[config.mk]
export PLATFORM = sky130hd
export DESIGN_NAME = srbp_top
export DESIGN_NICKNAME = d
export VERILOG_FILES = /design/src/design/srbp_pkg.sv /design/src/design/srbp_top.sv /design/src/design/srbp_uart_rx.sv /design/src/design/srbp_uart_tx.sv
export SDC_FILE = /design/constraint.sdc
export NUM_CORES = 2
export LEC_CHECK = 0
export ABC_CLOCK_PERIOD_IN_PS = 74100
export BUFFER_PORTS_ARGS = -buffer_cell sky130_fd_sc_hd__clkbuf_2
export CAP_MARGIN = 30
export CORE_MARGIN = 5
export CORE_UTILIZATION = 65
export CTS_BUF_LIST = sky130_fd_sc_hd__clkbuf_2
export DETAILED_ROUTE_END_ITERATION = 8
export GPL_ROUTABILITY_DRIVEN = 0
export GPL_TIMING_DRIVEN = 0
export PLACE_DENSITY = 0.82
export SLEW_MARGIN = 10
export SYNTH_ARGS = -nofsm -noshare
export SYNTH_HDL_FRONTEND = slang
export SYNTH_SLANG_ARGS = --single-unit
export TNS_END_PERCENT = 100
[constraint.sdc]
create_clock -name sys_clk -period 74.1 [get_ports sys_clk]
set_clock_uncertainty 0.05 [all_clocks]
set_input_delay 7.41 -clock sys_clk [delete_from_list [all_inputs] [get_ports sys_clk]]
set_output_delay 7.41 -clock sys_clk [all_outputs]
set_load 0.02 [all_outputs]
[src/design/srbp_pkg.sv]
// Shared constants and types for the serial radio bridge port.
// Assumes a single 125 MHz system clock.
package srbp_pkg;
  localparam int unsigned SYS_CLK_HZ     = 125000000;
  localparam int unsigned DATA_BITS      = 8;
  localparam int unsigned ADDR_BITS      = 48;
  localparam int unsigned ADDR_DIGITS    = 12;
  localparam int unsigned RATE_COUNT     = 9;
  localparam logic [3:0]  RATE_RESET     = 4'h3;
  localparam int unsigned DIV_BITS       = 17;
  localparam logic [47:0] PEER_RESET     = 48'h0;
  localparam logic [1:0]  PARITY_NONE    = 2'h0;
  localparam logic [1:0]  PARITY_EVEN    = 2'h1;
  localparam logic [1:0]  PARITY_ODD     = 2'h2;
  localparam logic [2:0]  RESP_OK        = 3'h0;
  localparam logic [2:0]  RESP_ERROR     = 3'h1;
  localparam logic [2:0]  RESP_CONNECT   = 3'h2;
  localparam logic [2:0]  RESP_DISCON    = 3'h3;

  // Rates in bit/s, index order matches the rate select code
  function automatic logic [DIV_BITS-1:0] srbp_divisor(input logic [3:0] sel);
    int unsigned bps;
    bps = 9600;
    unique case (sel)
      4'h0: bps = 1200;
      4'h1: bps = 2400;
      4'h2: bps = 4800;
      4'h3: bps = 9600;
      4'h4: bps = 19200;
      4'h5: bps = 38400;
      4'h6: bps = 57600;
      4'h7: bps = 115200;
      4'h8: bps = 230400;
      default: bps = 9600;
    endcase
    return DIV_BITS'(SYS_CLK_HZ / bps - 1);
  endfunction

  typedef enum logic [3:0] {
    SRBP_CMD  = 4'b0001,
    SRBP_AUTO = 4'b0010,
    SRBP_PAIR = 4'b0100,
    SRBP_OPEN = 4'b1000
  } srbp_mode_e;

  localparam logic [1:0] MODE_CODE_CMD  = 2'h0;
  localparam logic [1:0] MODE_CODE_AUTO = 2'h1;
  localparam logic [1:0] MODE_CODE_PAIR = 2'h2;
  localparam logic [1:0] MODE_CODE_OPEN = 2'h3;

  typedef struct packed {
    logic [3:0] rate_sel;
    logic [1:0] parity;
    logic       flow_en;
    logic       resp_en;
  } srbp_cfg_s;

  localparam srbp_cfg_s CFG_RESET = '{rate_sel: 4'h3, parity: 2'h0, flow_en: 1'b0, resp_en: 1'b1};

  typedef struct packed {
    logic       role_master;
    logic       role_slave;
    logic       discoverable;
    logic       connectable;
    logic       filter_peer;
    logic       try_connect;
  } srbp_radio_s;
endpackage

[src/design/srbp_top.sv]
// Host-facing serial port of a serial-to-radio bridge with buffer and mode control.
// Assumes host pins synchronous to sys_clk; radio side is a valid/ready byte port.
//
// Notes on behaviour
// - Bit rate selectable from 1200 to 230400 bit/s; host uses the same.
// - Characters are always eight data bits.
// - Parity none, even or odd, generated on send and checked on receive.
// - Host bytes buffered and sent per packet, packet retried until done.
// - Flow control on: drop RTS when buffer is one byte short of full.
// - Flow control on: raise RTS again once buffer has drained enough.
// - Flow control off: full buffer is discarded to make room.
// - Command mode: silent at reset, no role, waits for commands.
// - Configuration and commands accepted only in command mode; a mode write back to command mode with no setting write in the same cycle is accepted in any mode.
// - Operation mode kept over soft reset; hard reset returns to command mode.
// - Last connected peer address kept; none after hard reset.
// - Peer address is twelve hex digits, 48 bits.
// - Auto-connect master mode: master, tries stored peer at every soft reset.
// - Auto-connect master mode: not discoverable, not connectable.
// - Auto and paired modes need a stored peer address.
// - Paired-wait slave mode: slave, only stored peer may connect.
// - Paired-wait slave mode: undiscoverable, other peers refused.
// - Open-wait slave mode: discoverable, any peer accepted.
// - Four responses sent to host unless responses are switched off.
`timescale 1ns/1ps
module srbp_top
  import srbp_pkg::*;
#(
  parameter int unsigned DEPTH     = 64,   // Buffer bytes
  parameter int unsigned RESUME    = 48,   // RTS resume level
  parameter int unsigned PKT_BYTES = 16    // Bytes per radio packet
) (
  input  wire logic                 sys_clk,        // System clock
  input  wire logic                 rst,            // Sync reset, hard reset
  input  wire logic                 soft_rst,       // Soft reset pulse
  input  wire logic                 rxd,            // Host serial data in
  output logic                      txd,            // Serial data to host
  output logic                      rts,            // Ready to accept host data
  input  wire srbp_cfg_s            cfg_in,         // Serial setting to load
  input  wire logic                 cfg_wr,         // Load serial setting
  input  wire logic [1:0]           mode_in,        // Mode code to load
  input  wire logic                 mode_wr,        // Load mode
  output srbp_cfg_s                 cfg,            // Active serial setting
  output srbp_mode_e                mode,           // Active mode
  output logic                      cmd_refused,    // Write refused pulse
  output logic                      cmd_active,     // Host bytes are commands
  output logic [DATA_BITS-1:0]      cmd_data,       // Command byte
  output logic                      cmd_valid,      // Command byte pulse
  output logic                      par_err,        // Parity error pulse
  output logic                      drop,           // Buffer discarded pulse
  output logic [DATA_BITS-1:0]      radio_data,     // Byte to radio
  output logic                      radio_valid,    // Byte offered
  input  wire logic                 radio_ready,    // Radio took byte
  output logic                      radio_pkt_end,  // Last byte of packet
  input  wire logic                 pkt_done,       // Packet delivered
  input  wire logic                 pkt_fail,       // Packet failed, retry
  input  wire logic                 link_up,        // Connection made pulse
  input  wire logic                 link_down,      // Connection lost pulse
  input  wire logic [ADDR_BITS-1:0] link_peer,      // Address of new peer
  output logic [ADDR_BITS-1:0]      peer_addr,      // Stored peer address
  output logic                      peer_valid,     // Peer stored
  output srbp_radio_s               radio,          // Radio role and filter
  input  wire logic                 resp_req,       // Send response pulse
  input  wire logic [2:0]           resp_code       // Response select
);
  localparam int unsigned AW = $clog2(DEPTH);

  logic [DATA_BITS-1:0] mem [DEPTH];
  logic [AW-1:0]        wr_ptr_reg;
  logic [AW-1:0]        rd_ptr_reg;
  logic [AW-1:0]        pkt_ptr_reg;
  logic [AW:0]          cnt_reg;
  logic [AW:0]          sent_reg;
  logic [AW:0]          pkt_len_reg;
  logic                 pkt_busy_reg;
  logic                 wait_reg;
  logic [DIV_BITS-1:0]  divisor;
  logic [DATA_BITS-1:0] rx_data;
  logic                 rx_valid;
  logic                 rx_perr;
  logic                 tx_ready;
  logic                 tx_start;
  logic [DATA_BITS-1:0] tx_byte;
  logic                 push;
  logic                 pop;
  logic                 full;
  logic                 retry;
  logic                 release_pkt;
  logic                 discard;
  logic [3:0]           resp_idx_reg;
  logic [3:0]           resp_len_reg;
  logic [2:0]           resp_code_reg;
  logic                 resp_busy_reg;
  logic                 boot_reg;

  assign divisor = srbp_divisor(cfg.rate_sel);
  assign full    = (cnt_reg == (AW+1)'(DEPTH));

  srbp_uart_rx u_rx (
    .sys_clk (sys_clk),
    .rst     (rst),
    .divisor (divisor),
    .parity  (cfg.parity),
    .rxd     (rxd),
    .data    (rx_data),
    .valid   (rx_valid),
    .par_err (rx_perr)
  );

  srbp_uart_tx u_tx (
    .sys_clk (sys_clk),
    .rst     (rst),
    .divisor (divisor),
    .parity  (cfg.parity),
    .start   (tx_start),
    .data    (tx_byte),
    .ready   (tx_ready),
    .txd     (txd)
  );

  // Serial setting writable only in command mode; outside it mode can only go back to command
  always_ff @(posedge sys_clk) begin
    cmd_refused <= 1'b0;
    if (rst) begin
      cfg  <= CFG_RESET;
      mode <= SRBP_CMD;
    end else if (mode == SRBP_CMD) begin
      if (cfg_wr) begin
        cfg <= cfg_in;
      end
      if (mode_wr) begin
        unique case (mode_in)
          MODE_CODE_CMD:  mode <= SRBP_CMD;
          MODE_CODE_AUTO: if (peer_valid) mode <= SRBP_AUTO; else cmd_refused <= 1'b1;
          MODE_CODE_PAIR: if (peer_valid) mode <= SRBP_PAIR; else cmd_refused <= 1'b1;
          MODE_CODE_OPEN: mode <= SRBP_OPEN;
        endcase
      end
    end else if (cfg_wr || (mode_wr && mode_in != MODE_CODE_CMD)) begin
      cmd_refused <= 1'b1;
    end else if (mode_wr) begin
      mode <= SRBP_CMD;
    end
  end

  // Last peer address, cleared only by hard reset
  always_ff @(posedge sys_clk) begin
    if (rst) begin
      peer_addr  <= PEER_RESET;
      peer_valid <= 1'b0;
    end else if (link_up) begin
      peer_addr  <= link_peer;
      peer_valid <= 1'b1;
    end
  end

  // Radio role per mode; a connect attempt follows each soft reset in auto mode with a stored peer
  always_ff @(posedge sys_clk) begin
    if (rst) begin
      radio    <= '0;
      boot_reg <= 1'b1;
    end else begin
      boot_reg           <= soft_rst;
      radio.try_connect  <= 1'b0;
      radio.role_master  <= (mode == SRBP_AUTO);
      radio.role_slave   <= (mode == SRBP_PAIR) || (mode == SRBP_OPEN);
      radio.discoverable <= (mode == SRBP_OPEN);
      radio.connectable  <= (mode == SRBP_PAIR) || (mode == SRBP_OPEN);
      radio.filter_peer  <= (mode == SRBP_PAIR);
      if (boot_reg && mode == SRBP_AUTO && peer_valid) begin
        radio.try_connect <= 1'b1;
      end
    end
  end

  // Host bytes: commands in command mode, else into the buffer
  always_ff @(posedge sys_clk) begin
    if (rst) begin
      cmd_active <= 1'b1;
      cmd_valid  <= 1'b0;
      cmd_data   <= '0;
      par_err    <= 1'b0;
    end else begin
      cmd_active <= (mode == SRBP_CMD);
      cmd_valid  <= rx_valid && !rx_perr && (mode == SRBP_CMD);
      par_err    <= rx_valid && rx_perr;
      if (rx_valid) begin
        cmd_data <= rx_data;
      end
    end
  end

  assign push        = rx_valid && !rx_perr && (mode != SRBP_CMD) && !full;
  assign pop         = radio_valid && radio_ready;
  assign retry       = pkt_busy_reg && wait_reg && pkt_fail;
  assign release_pkt = pkt_busy_reg && wait_reg && pkt_done;
  // Packet in flight is lost too, else a full buffer never empties
  assign discard     = full && !cfg.flow_en;

  always_ff @(posedge sys_clk) begin
    if (push) begin
      mem[wr_ptr_reg] <= rx_data;
    end
  end

  // Buffer pointers; bytes stay stored until their packet is delivered
  always_ff @(posedge sys_clk) begin
    drop <= 1'b0;
    if (rst || soft_rst) begin
      wr_ptr_reg   <= '0;
      rd_ptr_reg   <= '0;
      pkt_ptr_reg  <= '0;
      cnt_reg      <= '0;
      sent_reg     <= '0;
      pkt_len_reg  <= '0;
      pkt_busy_reg <= 1'b0;
      wait_reg     <= 1'b0;
    end else if (discard) begin
      wr_ptr_reg   <= '0;
      rd_ptr_reg   <= '0;
      pkt_ptr_reg  <= '0;
      cnt_reg      <= '0;
      sent_reg     <= '0;
      pkt_len_reg  <= '0;
      pkt_busy_reg <= 1'b0;
      wait_reg     <= 1'b0;
      drop         <= 1'b1;
    end else begin
      if (push) begin
        wr_ptr_reg <= AW'((wr_ptr_reg + 1'b1) % DEPTH);
      end
      if (!pkt_busy_reg && cnt_reg != '0) begin
        pkt_busy_reg <= 1'b1;
        sent_reg     <= '0;
        pkt_len_reg  <= (cnt_reg > (AW+1)'(PKT_BYTES)) ? (AW+1)'(PKT_BYTES) : cnt_reg;
        rd_ptr_reg   <= pkt_ptr_reg;
      end
      if (pop) begin
        rd_ptr_reg <= AW'((rd_ptr_reg + 1'b1) % DEPTH);
        sent_reg   <= sent_reg + 1'b1;
        if (sent_reg + 1'b1 == pkt_len_reg) begin
          wait_reg <= 1'b1;
        end
      end
      if (retry) begin
        rd_ptr_reg <= pkt_ptr_reg;
        sent_reg   <= '0;
        wait_reg   <= 1'b0;
      end
      if (release_pkt) begin
        pkt_ptr_reg  <= AW'((pkt_ptr_reg + pkt_len_reg) % DEPTH);
        pkt_busy_reg <= 1'b0;
        wait_reg     <= 1'b0;
      end
      cnt_reg <= cnt_reg + (AW+1)'(push) - (release_pkt ? pkt_len_reg : '0);
    end
  end

  always_ff @(posedge sys_clk) begin
    if (rst || soft_rst) begin
      radio_valid   <= 1'b0;
      radio_data    <= '0;
      radio_pkt_end <= 1'b0;
    end else begin
      radio_valid   <= pkt_busy_reg && !wait_reg && !retry && !pop && !discard && (sent_reg < pkt_len_reg);
      radio_data    <= mem[rd_ptr_reg];
      radio_pkt_end <= (sent_reg + 1'b1 == pkt_len_reg);
    end
  end

  // RTS with hysteresis between one byte short of full and the resume level
  always_ff @(posedge sys_clk) begin
    if (rst) begin
      rts <= 1'b1;
    end else if (!cfg.flow_en) begin
      rts <= 1'b1;
    end else if (cnt_reg >= (AW+1)'(DEPTH) - 1'b1) begin
      rts <= 1'b0;
    end else if (cnt_reg <= (AW+1)'(RESUME)) begin
      rts <= 1'b1;
    end
  end

  // Response text to host, suppressed when responses are off
  function automatic logic [DATA_BITS-1:0] resp_char(input logic [2:0] code, input logic [3:0] idx);
    logic [8*12-1:0] s;
    s = '0;
    unique case (code)
      RESP_OK:      s = {"\r\nOK\r\n", 48'h0};
      RESP_ERROR:   s = {"\r\nERROR\r\n", 24'h0};
      RESP_CONNECT: s = {"\r\nCONNECT\r\n", 8'h0};
      default:      s = {"\r\nDISCONNECT"};
    endcase
    return s[8*(11 - idx) +: 8];
  endfunction

  assign tx_byte  = resp_char(resp_code_reg, resp_idx_reg);
  assign tx_start = resp_busy_reg && tx_ready;

  always_ff @(posedge sys_clk) begin
    if (rst || soft_rst) begin
      resp_busy_reg <= 1'b0;
      resp_idx_reg  <= '0;
      resp_len_reg  <= '0;
      resp_code_reg <= RESP_OK;
    end else if (!resp_busy_reg) begin
      if (cfg.resp_en && (resp_req || link_up || link_down)) begin
        resp_busy_reg <= 1'b1;
        resp_idx_reg  <= '0;
        resp_code_reg <= link_up ? RESP_CONNECT : (link_down ? RESP_DISCON : resp_code);
        unique case (link_up ? RESP_CONNECT : (link_down ? RESP_DISCON : resp_code))
          RESP_OK:      resp_len_reg <= 4'h6;
          RESP_ERROR:   resp_len_reg <= 4'h9;
          RESP_CONNECT: resp_len_reg <= 4'hb;
          default:      resp_len_reg <= 4'hc;
        endcase
      end
    end else if (tx_start) begin
      resp_idx_reg <= resp_idx_reg + 4'h1;
      if (resp_idx_reg + 4'h1 == resp_len_reg) begin
        resp_busy_reg <= 1'b0;
      end
    end
  end
endmodule

[src/design/srbp_uart_rx.sv]
// Serial receiver: 8 data bits, optional parity, one stop bit.
// Assumes rxd is synchronous to sys_clk.
`timescale 1ns/1ps
module srbp_uart_rx
  import srbp_pkg::*;
(
  input  wire logic                sys_clk,   // System clock
  input  wire logic                rst,       // Sync reset
  input  wire logic [DIV_BITS-1:0] divisor,   // Cycles per bit minus one
  input  wire logic [1:0]          parity,    // Parity select
  input  wire logic                rxd,       // Serial input
  output logic [DATA_BITS-1:0]     data,      // Received byte
  output logic                     valid,     // Byte pulse
  output logic                     par_err    // Parity error with valid
);
  logic [DIV_BITS-1:0] cnt_reg;
  logic [3:0]          bit_reg;
  logic                busy_reg;
  logic [8:0]          shf_reg;
  logic                has_par;

  assign has_par = (parity != PARITY_NONE);

  always_ff @(posedge sys_clk) begin
    valid <= 1'b0;
    if (rst) begin
      busy_reg <= 1'b0;
      cnt_reg  <= '0;
      bit_reg  <= '0;
      shf_reg  <= '0;
      data     <= '0;
      par_err  <= 1'b0;
    end else if (!busy_reg) begin
      if (!rxd) begin
        busy_reg <= 1'b1;
        cnt_reg  <= divisor >> 1;
        bit_reg  <= '0;
      end
    end else if (cnt_reg != '0) begin
      cnt_reg <= cnt_reg - 1'b1;
    end else begin
      cnt_reg <= divisor;
      bit_reg <= bit_reg + 4'h1;
      if (bit_reg == 4'h0 && rxd) begin
        busy_reg <= 1'b0;
      end else if (bit_reg >= 4'h1 && bit_reg <= 4'h9) begin
        shf_reg <= {rxd, shf_reg[8:1]};
      end
      if ((has_par && bit_reg == 4'ha) || (!has_par && bit_reg == 4'h9)) begin
        busy_reg <= 1'b0;
        valid    <= rxd;
        data     <= has_par ? shf_reg[7:0] : shf_reg[8:1];
        par_err  <= has_par && ((^shf_reg) != (parity == PARITY_ODD));
      end
    end
  end
endmodule

[src/design/srbp_uart_tx.sv]
// Serial transmitter: 8 data bits, optional parity, one stop bit.
// Assumes start is only raised while ready is high.
`timescale 1ns/1ps
module srbp_uart_tx
  import srbp_pkg::*;
(
  input  wire logic                sys_clk,   // System clock
  input  wire logic                rst,       // Sync reset
  input  wire logic [DIV_BITS-1:0] divisor,   // Cycles per bit minus one
  input  wire logic [1:0]          parity,    // Parity select
  input  wire logic                start,     // Send request
  input  wire logic [DATA_BITS-1:0] data,     // Byte to send
  output logic                     ready,     // Idle
  output logic                     txd        // Serial output
);
  logic [DIV_BITS-1:0] cnt_reg;
  logic [3:0]          left_reg;
  logic [10:0]         shf_reg;
  logic                par_bit;

  assign par_bit = (^data) ^ (parity == PARITY_ODD);

  always_ff @(posedge sys_clk) begin
    if (rst) begin
      cnt_reg  <= '0;
      left_reg <= '0;
      shf_reg  <= '1;
      ready    <= 1'b1;
      txd      <= 1'b1;
    end else if (left_reg == 4'h0) begin
      ready <= 1'b1;
      txd   <= 1'b1;
      if (start) begin
        ready    <= 1'b0;
        cnt_reg  <= divisor;
        txd      <= 1'b0;
        if (parity != PARITY_NONE) begin
          shf_reg  <= {1'b1, 1'b1, par_bit, data};
          left_reg <= 4'hb; // Last step ends a full stop bit
        end else begin
          shf_reg  <= {1'b1, 1'b1, 1'b1, data};
          left_reg <= 4'ha;
        end
      end
    end else if (cnt_reg != '0) begin
      cnt_reg <= cnt_reg - 1'b1;
    end else begin
      cnt_reg  <= divisor;
      txd      <= shf_reg[0];
      shf_reg  <= {1'b1, shf_reg[10:1]};
      left_reg <= left_reg - 4'h1;
    end
  end
endmodule

---- Word-level counts from Yosys, hierarchy flattened ----
Memory sizes are Yosys's and may differ from the RTL's. A register that Yosys moved wholly into a read port is not among the register bits.
Index checks and enable logic that the tools add are counted.
operators by class
  shift operators ......................... 1
  bitwise logic cells ..................... 7
  add/subtract/negate cells ............... 13
  equal/unequal tests ..................... 28
  magnitude comparators ................... 6
  reductions and logical operators ........ 74
  divide/modulo/power cells ............... 1
  mux-type cells .......................... 64
operators with widths
  cell                                                count
  one-hot mux 76 bit (3 select lines)                 1
  two-way mux 17 bit                                  6
  variable part select 96 x 33 -> 8 bit               1
  two-way mux 4 bit                                   17
  subtractor 17 x 1 -> 17 bit, second input constant  3
  nonzero test 17 bit                                 2
  two-way mux 11 bit                                  3
  divider 27 x 32 -> 32 bit, first input constant     1
  two-way mux 7 bit                                   4
  logical AND 1 bit                                   26
  two-way mux 1 bit                                   24
  two-way mux 6 bit                                   3
  one-hot mux 4 bit (4 select lines)                  1
  adder 6 x 1 -> 6 bit, second input constant         2
  equality test 4 bit, second input constant          3
  one-hot mux 4 bit (3 select lines)                  1
  AND reduction 2 bit                                 6
  nonzero test 2 bit                                  6
  logical NOT 1 bit                                   9
  two-way mux 9 bit                                   1
  parity 9 bit                                        1
  adder 4 x 1 -> 4 bit, second input constant         2
  logical NOT 4 bit                                   2
  two-way mux 8 bit                                   1
  other kinds (42)                                    68
word-level totals
  memory bits (writable) .................. 512
  input port bits ......................... 73
  bits in read-only memories .............. 224
  memories ................................ 2
  output and inout bits ................... 92
  flip-flop bits (word level) ............. 211
memories
  memory            depth  width  read ports  clocked after Yosys merged registers in  wr ports  line            source
  mem               64     8      1           1                                        1         srbp_top.sv:67  logic [DATA_BITS-1:0] mem [DEPTH];
  (name not given)  16     14     1           1                                        0         srbp_pkg.sv:24  unique case (sel)

---- Longest topological paths before layout ----
  depth after elaboration ................. 8
  depth in mapped cells ................... 372

---- Cells and area by module ----
From an unflattened synthesis, not the netlist that was laid out.
unflattened totals
  cells, all modules ...................... 4906
  area total of the unflattened synthesis .. 50236.9 µm²
modules (own cells, without submodules)
  module        cells each  area an instance (µm²)  times used  sequential area each (µm²)
  srbp_top      4372        45766.4                 1           18537.8
  srbp_uart_rx  292         2575.0                  1           820.8
  srbp_uart_tx  242         1895.6                  1           640.6

---- Worst setup path after synthesis ----
Ideal clock, no wire load.
  path kind ............................... register -> register
  start point ............................. register (tool-made name)
  end point ............................... register u_tx.cnt_reg[14]
  cell stages (with the launch flop) ...... 356
  setup slack ............................. 7.189 ns
  arrival ................................. 66.734 ns
  period minus slack after synthesis ...... 66.911 ns
  setup time .............................. 0.128 ns
  cells stage by stage .................... dfxtp_1 -> buf_4 -> buf_2 -> inv_2 -> clkbuf_1 -> ha_1 -> nand3b_1 -> nor3_1 -> ha_1 -> a21oi_1 -> or4b_4 -> a21oi_1 -> ha_1 -> nand2_1 -> o21ai_1 -> a221oi_2 -> or2_2 -> ha_1 -> (+320 left out) -> o21ai_0 -> nand2b_1 -> a21oi_1 -> nor2b_1 -> o21ai_0 -> nand2b_1 -> a221oi_1 -> o221ai_1 -> a2111o_1 -> nor4_1 -> ha_1 -> nand4_1 -> nor3_1 -> nand2_1 -> xnor2_1 -> o22ai_1 -> a22oi_1 -> nor2_1
RTL lines
  what                    line                source
  end signal: assignment  srbp_uart_tx.sv:35  cnt_reg <= divisor;
  end signal: assignment  srbp_uart_tx.sv:46  cnt_reg <= cnt_reg - 1'b1;
  end signal: assignment  srbp_uart_tx.sv:48  cnt_reg <= divisor;
  end: declaration        srbp_uart_tx.sv:16  logic [DIV_BITS-1:0] cnt_reg;

==> qor.csv <==
metric,value,unit
remaining design rule violation count,0,
nets,5686,
Setup crit start kind,flop,
Port-buffer cells,161,
initial antenna violation count,4,
placed instance count,6102,
Routed WL,150,mm
Routed wire per std cell,23.3,µm
first-pass GRT wire length,228,mm
CP Data Arrival Time,71.48,ns
fraction of layout cells with a size suffix above 1,18.9,%
Regs by FF count,"mem (512), peer_addr (48)",
worst path required time,75.19,ns
Global Route met3 Usage,6.94,%
final number of setup-violating endpoints,0,
final hold viol count,0,
total gr overflow,0,
crit-path leading delay family,compound AO/OA/AOI/OAI gates,
Synth Area in XOR/XNOR,3.85,%
Adder-Cell Fraction of Synth Area,8.24,%
CTS max path bufs,3,
drt first-iter violations,5310,
final non-filler cell total,6454,
vias in the first global route,41700,
sequential-to-total area share from yosys stat,40.1,%
min Tclk post-route,70.40,ns
synthesized flop and latch total,743,
drt first pass iters,8,
Mapped Cells,4892,
Final HPWL DP,107,mm
Critical-path top delay cell,or4_4,
CTS buffer count,157,
Crit Path Max Fanout,13,
min-delay worst type,flop to flop,
final worst path period share,95.0,%
post-synthesis mux area share,11.4,%
number of flops mapped to enable cells by yosys,512,
GR peak layer,met2,
Max Slew Vio Count,0,
PnR worst setup slack,3.70,ns
Starting Density,65.6,%
status,completed,
Netlist cell types,140,
"most used cell, CP",o21a_1,
I/O pin count,165,
via-per-instance ratio,6.76,
Routed Antenna Nets,0,
fmax,14.2,MHz
CTS H-tree lvls,4,
largest net degree at the start of global routing,45,
mapped cell area,49800,µm²
most frequent cells in the layout,"nor2_1 (555), edfxtp_1 (512), clkbuf_2 (402)",
"most common cell after layout, fill and taps aside",nor2_1,
die height,287,µm
crit path kind,flop to flop,
fill count,5296,
Core Area,75900,µm²
Post-Synth Simple-Gate Area,15.9,%
"Cell Area, Placed",52300,µm²
TritonCTS clock tree,yes,
clock-pin slew on the worst setup and hold paths,0.13,ns
max-capacitance violation count,0,
GR Util met1,44.1,%
clock latency on the worst-skew pair,1.24,ns
Crit path buffers/inverters,43,
CTS Root Cell,clkbuf_2,
max reg flops,512,
compound-cell area share of the yosys netlist,17.7,%
max_slew headroom,28.8,%
Die X-Extent,287,µm
cell row count,101,
via count,43600,
asr flop ratio synth,0,%
Sink Count,743,
Yosys Warn Count,0,
fin area,55100,µm²
"slowest stage delay, CP",0.61,ns
die area,82300,µm²
"Top FF cell, synth",edfxtp_1,
pre-CTS setup slack,-9.27,ns
Total Routing Usage GR,34.9,%
Biggest register,mem,
largest family of logic cells by synthesized area,compound AO/OA/AOI/OAI gates,
syn_nets,5291,
met2 GRT Util,56.8,%
endpoint class of the critical path,flop,
P&R area growth vs syn,10.6,%
Worst Tran Pin Value,1.07,ns
synthesized area per cell,10.2,µm²
-- path summary, 6_finish.rpt --
path	from	endpoint	slack (ns)	cells after the start
worst max-delay path	flop	u_rx.cnt_reg[12]	3.70	359
worst min-delay path	u_tx.shf_reg[7]	u_tx.shf_reg[7]	0.40	2
worst max register to register	flop	u_rx.cnt_reg[12]	3.70	359
worst min register to register	u_tx.shf_reg[7]	u_tx.shf_reg[7]	0.40	2
-- Yosys cell counts (all sizes together), types with 18 or more instances --
master	number	area, µm²
and3	39	244
o21a	90	676
ha	324	4050
nor4	33	255
o21ai	224	1120
nand4	39	250
nand2	303	1140
o21bai	22	173
xnor2	150	1310
clkbuf	140	526
a31oi	53	353
buf	60	265
nor3	140	733
and2	57	359
nand2b	97	607
a21oi	352	1800
or3	32	215
or2	44	275
nor2b	48	300
a21o	91	683
a211oi	61	505
o211ai	45	358
nand3	122	616
nor2	567	2140
or4	18	146
mux2i	112	1130
dfxtp	231	4620
a211o	28	245
o31ai	66	533
a22oi	20	165
mux4	168	3780
o22ai	22	144
inv	160	601
nor3b	18	145
mux2	67	758
edfxtp	512	15400
xor2	69	604
-- worst register-to-register path: cells and delay by family (launching register included) --
family / cells / cell delay, ns
muxes: 4 / 1.51
adders and majority gates: 28 / 9.08
and+or+nand+nor: 96 / 15.45
AOI/OAI and AO/OA: 187 / 35.49
xor gates and xnor gates: 1 / 0.31
buffers and inverters: 43 / 8.08
DFF: 1 / 0.31
-- repair_timing --
item	4_1_cts	5_1_grt
hold buffers	0	0
buffers inserted	18	27
resized for setup	87	152
gates cloned	0	1
setup endpoints to repair	34	34
pin swaps	12	30
-- logic make-up after synthesis --
kind of cell,Yosys count
simple gates,1612
compound gates,1281
flops,743
buf+inv,363
mux,347
fa+ha+maj,327
xor+xnor,219
-- per-layer routing --
layer  share of wire, %  vias up
li1                   -    19500
met1                 37    20600
met2                 47     2835
met3                 10      655
met4                6.1        2
met5             0.0073        -
-- stage by stage --
step	TNS [ns]	util (%)	hold WS [ns]
final	0	72.6	0.401
after CTS	0	71.5	0.403
after detailed placement	-284.40	68.9	0.388
after global routing	-7.17	72.6	0.429
after floorplan	0	-	0.366
after global placement	-226.04	68.3	0.381
-- layout make-up --
type	count	area (µm²)	share of cell area [%]
diodes	4	10.0	0.0182
plain buffers	196	912	1.66
clock buffers	236	1180	2.14
clock inverters	56	348	0.631
inverters	163	622	1.13
multi-input cells	3787	29000	52.7
flip-flops and latches	743	20000	36.3
well taps	1030	1290	2.34
repair buffers	239	1690	3.07
Power is left out: the tool's default activity adds up to more than one toggle a clock period on the data nets, which glitch-free logic cannot reach.
